$ cat config.mk
export PLATFORM = sky130hd
export DESIGN_NAME = scs_top
export DESIGN_NICKNAME = d
export VERILOG_FILES = /design/src/design/scs_pkg.sv /design/src/design/scs_tx.sv /design/src/design/scs_rx.sv /design/src/design/scs_top.sv
export SDC_FILE = /design/constraint.sdc
export NUM_CORES = 1
export LEC_CHECK = 0
export BUFFER_PORTS_ARGS = -buffer_cell sky130_fd_sc_hd__buf_2
export CAP_MARGIN = 20
export CORE_UTILIZATION = 45
export CTS_CLUSTER_DIAMETER = 30
export DETAILED_ROUTE_END_ITERATION = 10
export MAX_ROUTING_LAYER = met4
export REMOVE_ABC_BUFFERS = 1
export SYNTH_ARGS = -nofsm -noshare
export SYNTH_HDL_FRONTEND = slang
export SYNTH_HIERARCHICAL = 1
export SYNTH_SLANG_ARGS = --single-unit
export TNS_END_PERCENT = 50
$ cat constraint.sdc
create_clock -name pclk -period 7.5 [get_ports pclk]
set_clock_uncertainty 0.2 [all_clocks]
set_input_delay 0.375 -clock pclk [delete_from_list [all_inputs] [get_ports pclk]]
set_output_delay 0.375 -clock pclk [all_outputs]
set_load 0.02 [all_outputs]
$ cat src/design/scs_pkg.sv
package scs_pkg;
	// register offsets (byte addresses)
	localparam logic [7:0] SCS_BUF_OFF = 8'h04;
	localparam logic [7:0] SCS_CR_OFF = 8'h08;
	localparam logic [7:0] SCS_MODE_OFF = 8'h0c;
	localparam logic [7:0] SCS_BAUD_OFF = 8'h10;
	localparam logic [7:0] SCS_INT_STAT_OFF = 8'h20;
	localparam logic [7:0] SCS_INT_MASK_OFF = 8'h24;
	// control/status field positions
	localparam int SCS_CR_RX_NINTH = 7;
	localparam int SCS_CR_EVEN = 6;
	localparam int SCS_CR_PARITY_ADD = 5;
	localparam int SCS_CR_OVERRUN = 4;
	localparam int SCS_CR_PAR_UNDER = 3;
	localparam int SCS_CR_FRAMING = 2;
	localparam int SCS_CR_EDGE_SEL = 1;
	localparam int SCS_CR_IO_CLK_SRC = 0;
	// mode register field positions
	localparam int SCS_MODE_TX_NINTH = 7;
	localparam int SCS_MODE_RX_EN = 5;
	localparam int SCS_MODE_FMT_LO = 2;
	// interrupt status bit positions
	localparam int SCS_INT_RX = 0;
	localparam int SCS_INT_TX = 1;
	localparam int SCS_INT_ERR = 2;
	// reset values
	localparam logic [15:0] SCS_BAUD_RESET = 16'h000f;
	localparam logic [2:0] SCS_INT_RESET = 3'h0;
	// timing in 16x oversample ticks; clocked-mode edge and bit counts; shift frame width
	localparam logic [3:0] SCS_MID_TICK = 4'h7;
	localparam logic [3:0] SCS_LAST_TICK = 4'hf;
	localparam logic [4:0] SCS_IO_EDGES = 5'h10;
	localparam logic [3:0] SCS_IO_BITS = 4'h8;
	localparam logic [3:0] SCS_FRAME_W = 4'hc;

	typedef enum logic [1:0] {
		SCS_FMT_IO = 2'b00,
		SCS_FMT_U7 = 2'b01,
		SCS_FMT_U8 = 2'b10,
		SCS_FMT_U9 = 2'b11
	} scs_fmt_t;

	typedef struct packed {
		scs_fmt_t fmt;
		logic even;
		logic parity_add_enable;
		logic shift_edge_select;
		logic io_clock_source;
		logic tx_ninth;
		logic rx_enable;
	} scs_cfg_t;

	localparam scs_cfg_t SCS_CFG_RESET = '{SCS_FMT_IO, 1'b0, 1'b0, 1'b0, 1'b0, 1'b0, 1'b0};

	typedef struct packed {
		logic overrun;
		logic parity_underrun;
		logic framing;
	} scs_err_t;

	typedef struct packed {
		logic [8:0] data;
		logic parity_bad;
		logic framing_bad;
	} scs_rx_word_t;

	// number of data bits per frame
	function automatic logic [3:0] scs_data_bits(scs_fmt_t fmt);
		case (fmt)
			SCS_FMT_U7: scs_data_bits = 4'h7;
			SCS_FMT_U9: scs_data_bits = 4'h9;
			default: scs_data_bits = 4'h8;
		endcase
	endfunction

	// parity only in the 7- and 8-bit uart formats
	function automatic logic scs_use_parity(scs_cfg_t cfg);
		scs_use_parity = cfg.parity_add_enable &&
			(cfg.fmt == SCS_FMT_U7 || cfg.fmt == SCS_FMT_U8);
	endfunction

	// parity bit: even=1 gives even parity, even=0 odd parity
	function automatic logic scs_parity(logic [8:0] data, scs_fmt_t fmt, logic even);
		logic [8:0] mask;
		mask = (fmt == SCS_FMT_U7) ? 9'h07f : 9'h0ff;
		scs_parity = even ? ^(data & mask) : ~^(data & mask);
	endfunction
endpackage

$ cat src/design/scs_tx.sv
`timescale 1ns/1ps
module scs_tx (
	input wire logic pclk,
	input wire logic presetn,
	input scs_pkg::scs_cfg_t cfg,
	input wire logic tick,
	input wire logic start,
	input wire logic [8:0] start_data,
	input wire logic shift_pulse,
	input wire logic sample_pulse,
	output logic tx_line,
	output logic busy,
	output logic done
);
	typedef enum logic [1:0] {
		SCS_TX_IDLE = 2'b00,
		SCS_TX_UART = 2'b01,
		SCS_TX_IO = 2'b10
	} scs_tx_state_t;

	scs_tx_state_t state;
	logic [11:0] sh;
	logic [3:0] bits_left;
	logic [3:0] tick_cnt;
	logic [11:0] next_frame;
	logic [3:0] n;
	logic p;

	// frame after the start bit: data, optional parity, stop
	always_comb begin
		n = scs_pkg::scs_data_bits(cfg.fmt);
		p = scs_pkg::scs_use_parity(cfg);
		next_frame = {3'h0, start_data};
		if (cfg.fmt == scs_pkg::SCS_FMT_U7)
			next_frame[8:7] = 2'b00;
		else if (cfg.fmt != scs_pkg::SCS_FMT_U9)
			next_frame[8] = 1'b0;
		if (p)
			next_frame[n] = scs_pkg::scs_parity(start_data, cfg.fmt, cfg.even);
		next_frame[n + {3'h0, p}] = 1'b1;
	end

	assign busy = (state != SCS_TX_IDLE);

	// shifter for both the uart and the clocked formats
	always_ff @(posedge pclk or negedge presetn) begin
		if (!presetn) begin
			state <= SCS_TX_IDLE;
			sh <= 12'h000;
			bits_left <= 4'h0;
			tick_cnt <= 4'h0;
			tx_line <= 1'b1;
			done <= 1'b0;
		end else begin
			done <= 1'b0;
			case (state)
				SCS_TX_IDLE: begin
					tick_cnt <= 4'h0;
					if (start && cfg.fmt == scs_pkg::SCS_FMT_IO) begin
						state <= SCS_TX_IO;
						sh <= {4'h0, start_data[7:0]};
						bits_left <= 4'h0;
					end else if (start) begin
						state <= SCS_TX_UART;
						sh <= next_frame;
						bits_left <= n + {3'h0, p} + 4'h1;
						tx_line <= 1'b0; // start bit
					end
				end
				SCS_TX_UART: if (tick) begin
					tick_cnt <= tick_cnt + 4'h1;
					if (tick_cnt == scs_pkg::SCS_LAST_TICK) begin
						if (bits_left == 4'h0) begin
							state <= SCS_TX_IDLE;
							done <= 1'b1;
						end else begin
							tx_line <= sh[0];
							sh <= sh >> 1;
							bits_left <= bits_left - 4'h1;
						end
					end
				end
				SCS_TX_IO: begin
					if (shift_pulse) begin
						tx_line <= sh[0]; // RULE9 RULE10
						sh <= sh >> 1;
						bits_left <= bits_left + 4'h1;
					end else if (sample_pulse && bits_left == scs_pkg::SCS_IO_BITS) begin
						state <= SCS_TX_IDLE;
						done <= 1'b1;
						tx_line <= 1'b1;
					end
				end
				default: state <= SCS_TX_IDLE;
			endcase
		end
	end
endmodule // scs_tx

$ cat src/design/scs_rx.sv
`timescale 1ns/1ps
module scs_rx (
	input wire logic pclk,
	input wire logic presetn,
	input scs_pkg::scs_cfg_t cfg,
	input wire logic tick,
	input wire logic rx_line,
	input wire logic sample_pulse,
	output scs_pkg::scs_rx_word_t word,
	output logic valid
);
	typedef enum logic [1:0] {
		SCS_RX_IDLE = 2'b00,
		SCS_RX_START = 2'b01,
		SCS_RX_DATA = 2'b10
	} scs_rx_state_t;

	scs_rx_state_t state;
	logic [11:0] sh;
	logic [3:0] bits_left;
	logic [3:0] tick_cnt;
	logic [3:0] io_cnt;
	logic [11:0] next_sh;
	logic [11:0] frame;
	logic [3:0] n;
	logic [3:0] total;
	logic p;

	// align the finished frame to bit 0
	always_comb begin
		n = scs_pkg::scs_data_bits(cfg.fmt);
		p = scs_pkg::scs_use_parity(cfg);
		total = n + {3'h0, p} + 4'h1;
		next_sh = {rx_line, sh[11:1]};
		frame = next_sh >> (scs_pkg::SCS_FRAME_W - total);
	end

	// uart receiver with 16x oversampling, clocked receiver on sample edges
	always_ff @(posedge pclk or negedge presetn) begin
		if (!presetn) begin
			state <= SCS_RX_IDLE;
			sh <= 12'h000;
			bits_left <= 4'h0;
			tick_cnt <= 4'h0;
			io_cnt <= 4'h0;
			word <= '0;
			valid <= 1'b0;
		end else begin
			valid <= 1'b0;
			case (state)
				SCS_RX_IDLE: begin
					tick_cnt <= 4'h0;
					if (!cfg.rx_enable || cfg.fmt != scs_pkg::SCS_FMT_IO)
						io_cnt <= 4'h0;
					if (cfg.rx_enable && cfg.fmt == scs_pkg::SCS_FMT_IO && sample_pulse) begin
						sh <= next_sh; // RULE9 RULE10
						io_cnt <= io_cnt + 4'h1;
						if (io_cnt == scs_pkg::SCS_IO_BITS - 4'h1) begin
							io_cnt <= 4'h0;
							valid <= 1'b1;
							word <= '{{1'b0, next_sh[11:4]}, 1'b0, 1'b0};
						end
					end else if (cfg.rx_enable && cfg.fmt != scs_pkg::SCS_FMT_IO && !rx_line)
						state <= SCS_RX_START;
				end
				SCS_RX_START: if (tick) begin
					tick_cnt <= tick_cnt + 4'h1;
					if (tick_cnt == scs_pkg::SCS_MID_TICK) begin
						tick_cnt <= 4'h0;
						bits_left <= total;
						state <= rx_line ? SCS_RX_IDLE : SCS_RX_DATA;
					end
				end
				SCS_RX_DATA: if (tick) begin
					tick_cnt <= tick_cnt + 4'h1;
					if (tick_cnt == scs_pkg::SCS_LAST_TICK) begin
						sh <= next_sh;
						bits_left <= bits_left - 4'h1;
						if (bits_left == 4'h1) begin
							state <= SCS_RX_IDLE;
							valid <= 1'b1;
							word.data <= frame[8:0] & ((cfg.fmt == scs_pkg::SCS_FMT_U7) ? 9'h07f :
								(cfg.fmt == scs_pkg::SCS_FMT_U8) ? 9'h0ff : 9'h1ff);
							word.parity_bad <= p && (frame[n] !=
								scs_pkg::scs_parity(frame[8:0], cfg.fmt, cfg.even)); // RULE2 RULE3
							word.framing_bad <= !rx_line; // RULE7
						end
					end
				end
				default: state <= SCS_RX_IDLE;
			endcase
		end
	end
endmodule // scs_rx

$ cat src/design/scs_top.sv
// Functional notes
// RULE1: in 9-bit uart format, the ninth received bit reads at control bit 7
// RULE2: parity polarity bit 6: cleared gives odd, set gives even parity
// RULE3: parity enable bit 5 adds parity on transmit and checks it on receive
// RULE4: software uses parity only in 7-bit or 8-bit uart formats
// RULE5: overrun shows as read-only status bit 4, one on error
// RULE6: uart parity error or clocked underrun shows as status bit 3
// RULE7: framing error, a bad stop bit, shows as status bit 2
// RULE8: all three error flags clear when software reads the control register
// RULE9: edge select clear: shift out on falling, sample on rising, idle high
// RULE10: edge select set: shift out on rising, sample on falling edges
// RULE11: software keeps edge select zero while the device drives the clock
// RULE12: clock source bit: zero internal generator, one external clock pin
// RULE13: format field 00 clocked, 01/10/11 select 7/8/9-bit uart framing
// RULE14: control bits 31 to 8 read zero and ignore writes
// RULE15: error flags set on detection and hold until the control read
`timescale 1ns/1ps
module scs_top (
	input wire logic pclk,
	input wire logic presetn,
	input wire logic psel,
	input wire logic penable,
	input wire logic pwrite,
	input wire logic [7:0] paddr,
	input wire logic [31:0] pwdata,
	output logic [31:0] prdata,
	output logic pready,
	output logic pslverr,
	output logic tx_line,
	input wire logic rx_line,
	input wire logic serial_clock_in,
	output logic serial_clock_out,
	output logic serial_clock_oe,
	output logic irq
);
	scs_pkg::scs_cfg_t cfg;
	scs_pkg::scs_err_t err;
	scs_pkg::scs_rx_word_t rx_word;
	logic [15:0] baud_div;
	logic [15:0] baud_cnt;
	logic tick;
	logic rx_ninth_bit;
	logic [7:0] rx_data;
	logic rx_full;
	logic [8:0] tx_buf;
	logic tx_buf_full;
	logic tx_busy;
	logic tx_done;
	logic tx_start;
	logic tx_armed;
	logic rx_valid;
	logic [2:0] int_stat;
	logic [2:0] int_mask;
	logic [2:0] int_event;
	logic [2:0] half_cnt;
	logic [4:0] edges_left;
	logic sclk_prev;
	logic sclk_level;
	logic rise;
	logic fall;
	logic shift_pulse;
	logic sample_pulse;
	logic io_mode;
	logic io_int;
	logic io_ext;
	logic clk_start;
	logic wr_done;
	logic rd_done;
	logic underrun;
	logic overrun;
	logic parity_bad;
	logic framing_bad;

	// apb transfer completion strobes
	assign wr_done = psel && penable && pready && pwrite;
	assign rd_done = psel && penable && pready && !pwrite;

	// clocked mode and its clock source
	assign io_mode = (cfg.fmt == scs_pkg::SCS_FMT_IO); // RULE13
	assign io_int = io_mode && !cfg.io_clock_source; // RULE12
	assign io_ext = io_mode && cfg.io_clock_source; // RULE12

	// serial clock edges, from our own clock or from the pin
	assign sclk_level = io_ext ? serial_clock_in : serial_clock_out; // RULE12
	assign rise = sclk_level && !sclk_prev;
	assign fall = !sclk_level && sclk_prev;
	assign shift_pulse = io_mode && (cfg.shift_edge_select ? rise : fall); // RULE9 RULE10
	assign sample_pulse = io_mode && (cfg.shift_edge_select ? fall : rise); // RULE9 RULE10

	// transmit loads from the buffer; internal clock waits for an idle gap
	assign tx_start = tx_buf_full && !tx_busy &&
		(!io_int || edges_left == 5'h00);
	assign clk_start = io_int && !tx_busy && edges_left == 5'h00 &&
		(tx_buf_full || (cfg.rx_enable && !rx_full));

	// error events from the engines
	assign overrun = rx_valid && rx_full; // RULE5
	assign parity_bad = rx_valid && rx_word.parity_bad; // RULE6
	assign underrun = io_ext && shift_pulse && tx_armed && !tx_busy && !tx_buf_full; // RULE6
	assign framing_bad = rx_valid && rx_word.framing_bad; // RULE7
	assign int_event = {overrun || parity_bad || underrun || framing_bad, tx_done, rx_valid};

	scs_tx u_tx (
		.pclk(pclk),
		.presetn(presetn),
		.cfg(cfg),
		.tick(tick),
		.start(tx_start),
		.start_data(tx_buf),
		.shift_pulse(shift_pulse),
		.sample_pulse(sample_pulse),
		.tx_line(tx_line),
		.busy(tx_busy),
		.done(tx_done)
	);

	scs_rx u_rx (
		.pclk(pclk),
		.presetn(presetn),
		.cfg(cfg),
		.tick(tick),
		.rx_line(rx_line),
		.sample_pulse(sample_pulse),
		.word(rx_word),
		.valid(rx_valid)
	);

	// apb answer: zero wait states, read data captured in the setup cycle
	always_ff @(posedge pclk or negedge presetn) begin
		if (!presetn) begin
			pready <= 1'b0;
			pslverr <= 1'b0;
			prdata <= 32'h0000_0000;
		end else begin
			pready <= psel && !penable && !pready;
			pslverr <= 1'b0;
			if (psel && !penable) begin
				prdata <= 32'h0000_0000; // RULE14
				case (paddr)
					scs_pkg::SCS_BUF_OFF: prdata[7:0] <= rx_data;
					scs_pkg::SCS_CR_OFF: begin
						prdata[scs_pkg::SCS_CR_RX_NINTH] <= rx_ninth_bit; // RULE1
						prdata[scs_pkg::SCS_CR_EVEN] <= cfg.even;
						prdata[scs_pkg::SCS_CR_PARITY_ADD] <= cfg.parity_add_enable;
						prdata[scs_pkg::SCS_CR_OVERRUN] <= err.overrun; // RULE5
						prdata[scs_pkg::SCS_CR_PAR_UNDER] <= err.parity_underrun; // RULE6
						prdata[scs_pkg::SCS_CR_FRAMING] <= err.framing; // RULE7
						prdata[scs_pkg::SCS_CR_EDGE_SEL] <= cfg.shift_edge_select;
						prdata[scs_pkg::SCS_CR_IO_CLK_SRC] <= cfg.io_clock_source;
					end
					scs_pkg::SCS_MODE_OFF: begin
						prdata[scs_pkg::SCS_MODE_TX_NINTH] <= cfg.tx_ninth;
						prdata[scs_pkg::SCS_MODE_RX_EN] <= cfg.rx_enable;
						prdata[scs_pkg::SCS_MODE_FMT_LO +: 2] <= cfg.fmt;
					end
					scs_pkg::SCS_BAUD_OFF: prdata[15:0] <= baud_div;
					scs_pkg::SCS_INT_STAT_OFF: prdata[2:0] <= int_stat;
					scs_pkg::SCS_INT_MASK_OFF: prdata[2:0] <= int_mask;
					default: pslverr <= 1'b1;
				endcase
			end
		end
	end

	// software-written configuration
	always_ff @(posedge pclk or negedge presetn) begin
		if (!presetn) begin
			cfg <= scs_pkg::SCS_CFG_RESET;
			baud_div <= scs_pkg::SCS_BAUD_RESET;
			int_mask <= scs_pkg::SCS_INT_RESET;
		end else if (wr_done) begin
			case (paddr)
				scs_pkg::SCS_CR_OFF: begin
					cfg.even <= pwdata[scs_pkg::SCS_CR_EVEN]; // RULE2
					cfg.parity_add_enable <= pwdata[scs_pkg::SCS_CR_PARITY_ADD]; // RULE3
					cfg.shift_edge_select <= pwdata[scs_pkg::SCS_CR_EDGE_SEL];
					cfg.io_clock_source <= pwdata[scs_pkg::SCS_CR_IO_CLK_SRC];
				end
				scs_pkg::SCS_MODE_OFF: begin
					cfg.tx_ninth <= pwdata[scs_pkg::SCS_MODE_TX_NINTH];
					cfg.rx_enable <= pwdata[scs_pkg::SCS_MODE_RX_EN];
					cfg.fmt <= scs_pkg::scs_fmt_t'(pwdata[scs_pkg::SCS_MODE_FMT_LO +: 2]); // RULE13
				end
				scs_pkg::SCS_BAUD_OFF: baud_div <= pwdata[15:0];
				scs_pkg::SCS_INT_MASK_OFF: int_mask <= pwdata[2:0];
				default: cfg <= cfg;
			endcase
		end
	end

	// error flags: sticky, cleared by a control read, a new error wins
	always_ff @(posedge pclk or negedge presetn) begin
		if (!presetn)
			err <= '0;
		else begin
			if (rd_done && paddr == scs_pkg::SCS_CR_OFF)
				err <= '0; // RULE8
			if (overrun)
				err.overrun <= 1'b1; // RULE15
			if (parity_bad || underrun)
				err.parity_underrun <= 1'b1; // RULE15
			if (framing_bad)
				err.framing <= 1'b1; // RULE15
		end
	end

	// receive buffer; an arrival into a full buffer is dropped as overrun
	always_ff @(posedge pclk or negedge presetn) begin
		if (!presetn) begin
			rx_data <= 8'h00;
			rx_ninth_bit <= 1'b0;
			rx_full <= 1'b0;
		end else begin
			if (rd_done && paddr == scs_pkg::SCS_BUF_OFF)
				rx_full <= 1'b0;
			if (rx_valid && !rx_full) begin
				rx_data <= rx_word.data[7:0];
				rx_full <= 1'b1;
				if (cfg.fmt == scs_pkg::SCS_FMT_U9)
					rx_ninth_bit <= rx_word.data[8]; // RULE1
			end
		end
	end

	// transmit buffer, first stage of the double buffer
	always_ff @(posedge pclk or negedge presetn) begin
		if (!presetn) begin
			tx_buf <= 9'h000;
			tx_buf_full <= 1'b0;
			tx_armed <= 1'b0;
		end else begin
			if (tx_start) begin
				tx_buf_full <= 1'b0;
				tx_armed <= io_ext;
			end else if (underrun)
				tx_armed <= 1'b0;
			if (wr_done && paddr == scs_pkg::SCS_BUF_OFF) begin
				tx_buf <= {cfg.tx_ninth, pwdata[7:0]};
				tx_buf_full <= 1'b1;
			end
		end
	end

	// baud generator: one oversample tick every baud_div+1 cycles
	always_ff @(posedge pclk or negedge presetn) begin
		if (!presetn) begin
			baud_cnt <= 16'h0000;
			tick <= 1'b0;
		end else begin
			tick <= (baud_cnt >= baud_div); // a lowered divisor wraps at once
			baud_cnt <= (baud_cnt >= baud_div) ? 16'h0000 : baud_cnt + 16'h0001;
		end
	end

	// internal serial clock: idles high, 8 periods per clocked frame
	always_ff @(posedge pclk or negedge presetn) begin
		if (!presetn) begin
			serial_clock_out <= 1'b1;
			serial_clock_oe <= 1'b0;
			half_cnt <= 3'h0;
			edges_left <= 5'h00;
			sclk_prev <= 1'b1;
		end else begin
			serial_clock_oe <= io_int; // RULE12
			sclk_prev <= sclk_level;
			if (!io_int) begin
				serial_clock_out <= 1'b1; // RULE9
				edges_left <= 5'h00;
				half_cnt <= 3'h0;
			end else if (clk_start) begin
				edges_left <= scs_pkg::SCS_IO_EDGES;
				half_cnt <= 3'h0;
			end else if (tick && edges_left != 5'h00) begin
				half_cnt <= half_cnt + 3'h1;
				if (half_cnt == scs_pkg::SCS_MID_TICK[2:0]) begin
					serial_clock_out <= !serial_clock_out;
					edges_left <= edges_left - 5'h01;
				end
			end
		end
	end

	// sticky interrupt status, write one to clear, a new event wins
	always_ff @(posedge pclk or negedge presetn) begin
		if (!presetn) begin
			int_stat <= scs_pkg::SCS_INT_RESET;
			irq <= 1'b0;
		end else begin
			if (wr_done && paddr == scs_pkg::SCS_INT_STAT_OFF)
				int_stat <= (int_stat & ~pwdata[2:0]) | int_event;
			else
				int_stat <= int_stat | int_event;
			irq <= |(int_stat & int_mask);
		end
	end
endmodule // scs_top

==> results.ini <==
[status]
outcome=complete, no violations

[drt]
vias_per_cell=5.61
route.detailed.drc=0
firstDrtPassIters=5
wl_per_cell_um=17.2
final_antenna_net_count=0
drt-total-wl_mm=22.5
vias=7349
drt_iter0_markers=407

[power]
power.density_nw_per_um2=236
clock_power_share=0.357
switching_power_mw=0.794
intPower_mw=1.72
p_seq_frac=0.414
leakage_nw=4.94
comb_power_share=0.229
switching_share=0.316
peakVddDrop_v=0.000143

[placed_design]
dp_cells=1270
io_buffers=52
dpl.hpwl_mm=15.8
pre_cts_ws_ns=3.75
gp_congestion=0.901

[die]
io-pin-count=85
start_util=0.466
die_h_um=148
die_x_um=148
coreArea_um2=20500
dieArea_um2=21800
core.rowCount=52

[finish]
n_fill_cell=1930
stdcell_count=1311
post_route_cells_drive_above_1_share=0.165
nets=1120
multiInputGateArea_um2=5050
regArea_um2=4060
area_growth_pct=11.4
antennaDiodeCount=0

[worst_setup_path]
crit_required_ns=7.60
crit_type=reg2reg
slowest_stage=dfrtp_1
crit_family=compound AO/OA/AOI/OAI gates
cp_num_cells=11
path_max_fanout=16
crit_end=u_rx/word[1]
reg2reg_depth=11
worst-path-buf-inv=2
arrival_ns=3.93
cp-end-kind=register
cp_slowest_stage_delay_ns=0.53
startpoint=cfg[7]
r2r_setup_slack_ns=3.66
worstSetupStartpointType=register
r2r_start=cfg[7]
timing.rr.end=u_rx/word[1]
cp_cell_sequence=inv_1 -> ha_1 -> inv_1 -> nand2_1 -> a211oi_1 -> a211o_1 -> a21boi_1 -> a2111oi_2 -> a21oi_1 -> o211ai_1 -> or3b_1
cpMostUsedCell=inv_1

[synthesis]
synth_area_um2=9550
synth.avg_cell_area_um2=9.73
synth-edff-count=0
ys_seq_area_frac=0.425
synth_warnings=6
async_reset_ff_frac=1.00
synthTopCellsByArea=dfrtp_1 41%, mux2_2 5.7%, ha_1 5.6%, nand2_1 4.8%, o21ai_0 3.8%
synthTopCellsByCount=155 x dfrtp_1, 122 x nand2_1, 73 x o21ai_0, 58 x nor2_1
synth.most_common_cell=dfrtp_1
ys_types=93
synth_ff_type=dfrtp_1
synth.largest_area_cell=dfrtp_1
yosys_register_bits=162
synthCells=982
yosysTopAreaCellShare=0.406

[timing]
min_period_ns=3.84
whs_ns=0.0243
setup_ws_ns=3.66
worst_pin_slew_ns=1.16
finalSetupViolCount=0
rsz0062_at_grt=no
post-route-period-util=0.511
finalSetupTns_ns=0
max_freq_ghz=0.261
finalMaxSlewViolations=0
hold_viol=0
max_slew_margin=0.226

[global_routing]
grt_usage=0.223
grt_pass1_vias=7112
grt_max_degree=93
grt_overflow_total=0
antenna_found_initial=0
grt_pass1_wl_mm=37.4

[clock_network]
htreeDepth=4
cts_buffers=17
clock_sinks=162
cts_buffer_depth=2
root_buffer=clkbuf_16
postCtsSetupBuffers=0
path_clk_slew_ns=0.07
clkLatencyLatePin_ns=0.43
cts_tree=yes

[worst_hold_path]
hp-class=in2reg

[run]
drv_cap=0

-- worst register-to-register path: cells and delay by family, from the launching register on --
kind	cells	cell delay, ns
AND/OR/NAND/NOR	2	0.66
flip-flops	1	0.53
adder cells (fa/ha/maj)	1	0.41
buffers and inverters	2	0.56
AO/OA/AOI/OAI	6	1.35
-- what timing repair did --
| action | in CTS | in global routing |
|---|---|---|
| hold buffers | 9 | 0 |
| endpoints found under the hold margin | 92 | 0 |
| gates resized for setup | 0 | 0 |
-- final cells by class --
class | instances | share of cell area
Sequential cell | 162 | 0.382
Clock inverter | 11 | 0.0146
Tap cell | 270 | 0.0317
Timing Repair Buffer | 69 | 0.0391
Inverter | 48 | 0.0169
Clock buffer | 20 | 0.0420
Multi-Input combinational cell | 731 | 0.474
-- power groups by stage --
stage	sequential [mW]	combinational (mW)	clock [mW]
after floorplan	1.03	0.427	0
after global placement	1.05	0.563	0
after detailed placement	1.06	0.569	0
after CTS	1.04	0.576	0.916
after global routing	1.05	0.650	0.957
final	1.04	0.575	0.898
-- routing by layer --
metal / vias up / part of all wire / GRT usage / wire length [µm]
met5: - / 0 / - / 0
met2: 139 / 0.45 / 0.334 / 10200
li1: 3606 / - / - / -
met3: 10 / 0.037 / 0.0370 / 830
met1: 3594 / 0.50 / 0.318 / 11400
met4: 0 / 0.0073 / 0.0443 / 164
-- sequential cells by signal, summed over array words and instances (netlist names), 5 cells and up --
register / cells
rx_data: 8
edges_left: 5
baud_cnt: 16
baud_div: 16
tx_buf: 9
u_rx/word: 11
prdata: 16
cfg: 8
u_rx/sh: 11
u_tx/sh: 12
-- per-stage QoR --
step,area [µm²],util,power (mW)
2_1_floorplan,9290,-,1.46
3_3_place_gp,9940,0.485,1.62
3_5_place_dp,9950,0.485,1.62
4_1_cts,10600,0.519,2.53
5_1_grt,10600,0.519,2.66
6_report,10600,0.519,2.51
-- worst min path at each step --
stage,startpoint,slack (ns),end,cells after the start
floorplan,presetn,-0.12,baud_cnt[0],0
global placement,u_tx/done,0.24,int_stat[1],1
detailed placement,u_tx/done,0.23,int_stat[1],1
CTS,serial_clock_in,0.009,sclk_prev,2
global route,pwdata[1],0.007,baud_div[1],3
finish,pwdata[1],0.02,baud_div[1],3
-- cells by family (layout without fill, tap and decap cells) --
group                      count (synthesis)  count (layout)  synth area share
other                                      1              16          0.000392
muxes                                     75              75            0.0868
buffers and inverters                    104             148            0.0525
xor gates and xnor gates                  36              36            0.0352
and+or+nand+nor                          330             330             0.175
adders and majority gates                 44              44            0.0584
DFF                                      162             162             0.425
AOI/OAI and AO/OA                        230             230             0.166
-- layout by cell type (no fill, tap or decap), types with 18 or more instances in the layout --
cell	count
dfrtp_1	155
nor3_1	20
inv_1	48
o21ai_0	73
a21oi_1	38
nand2_1	122
ha_1	43
buf_2	51
nor2_1	58
xor2_1	18
mux2i_1	24
mux2_2	48
nand3_1	38
(Power assumes the default switching activity.)
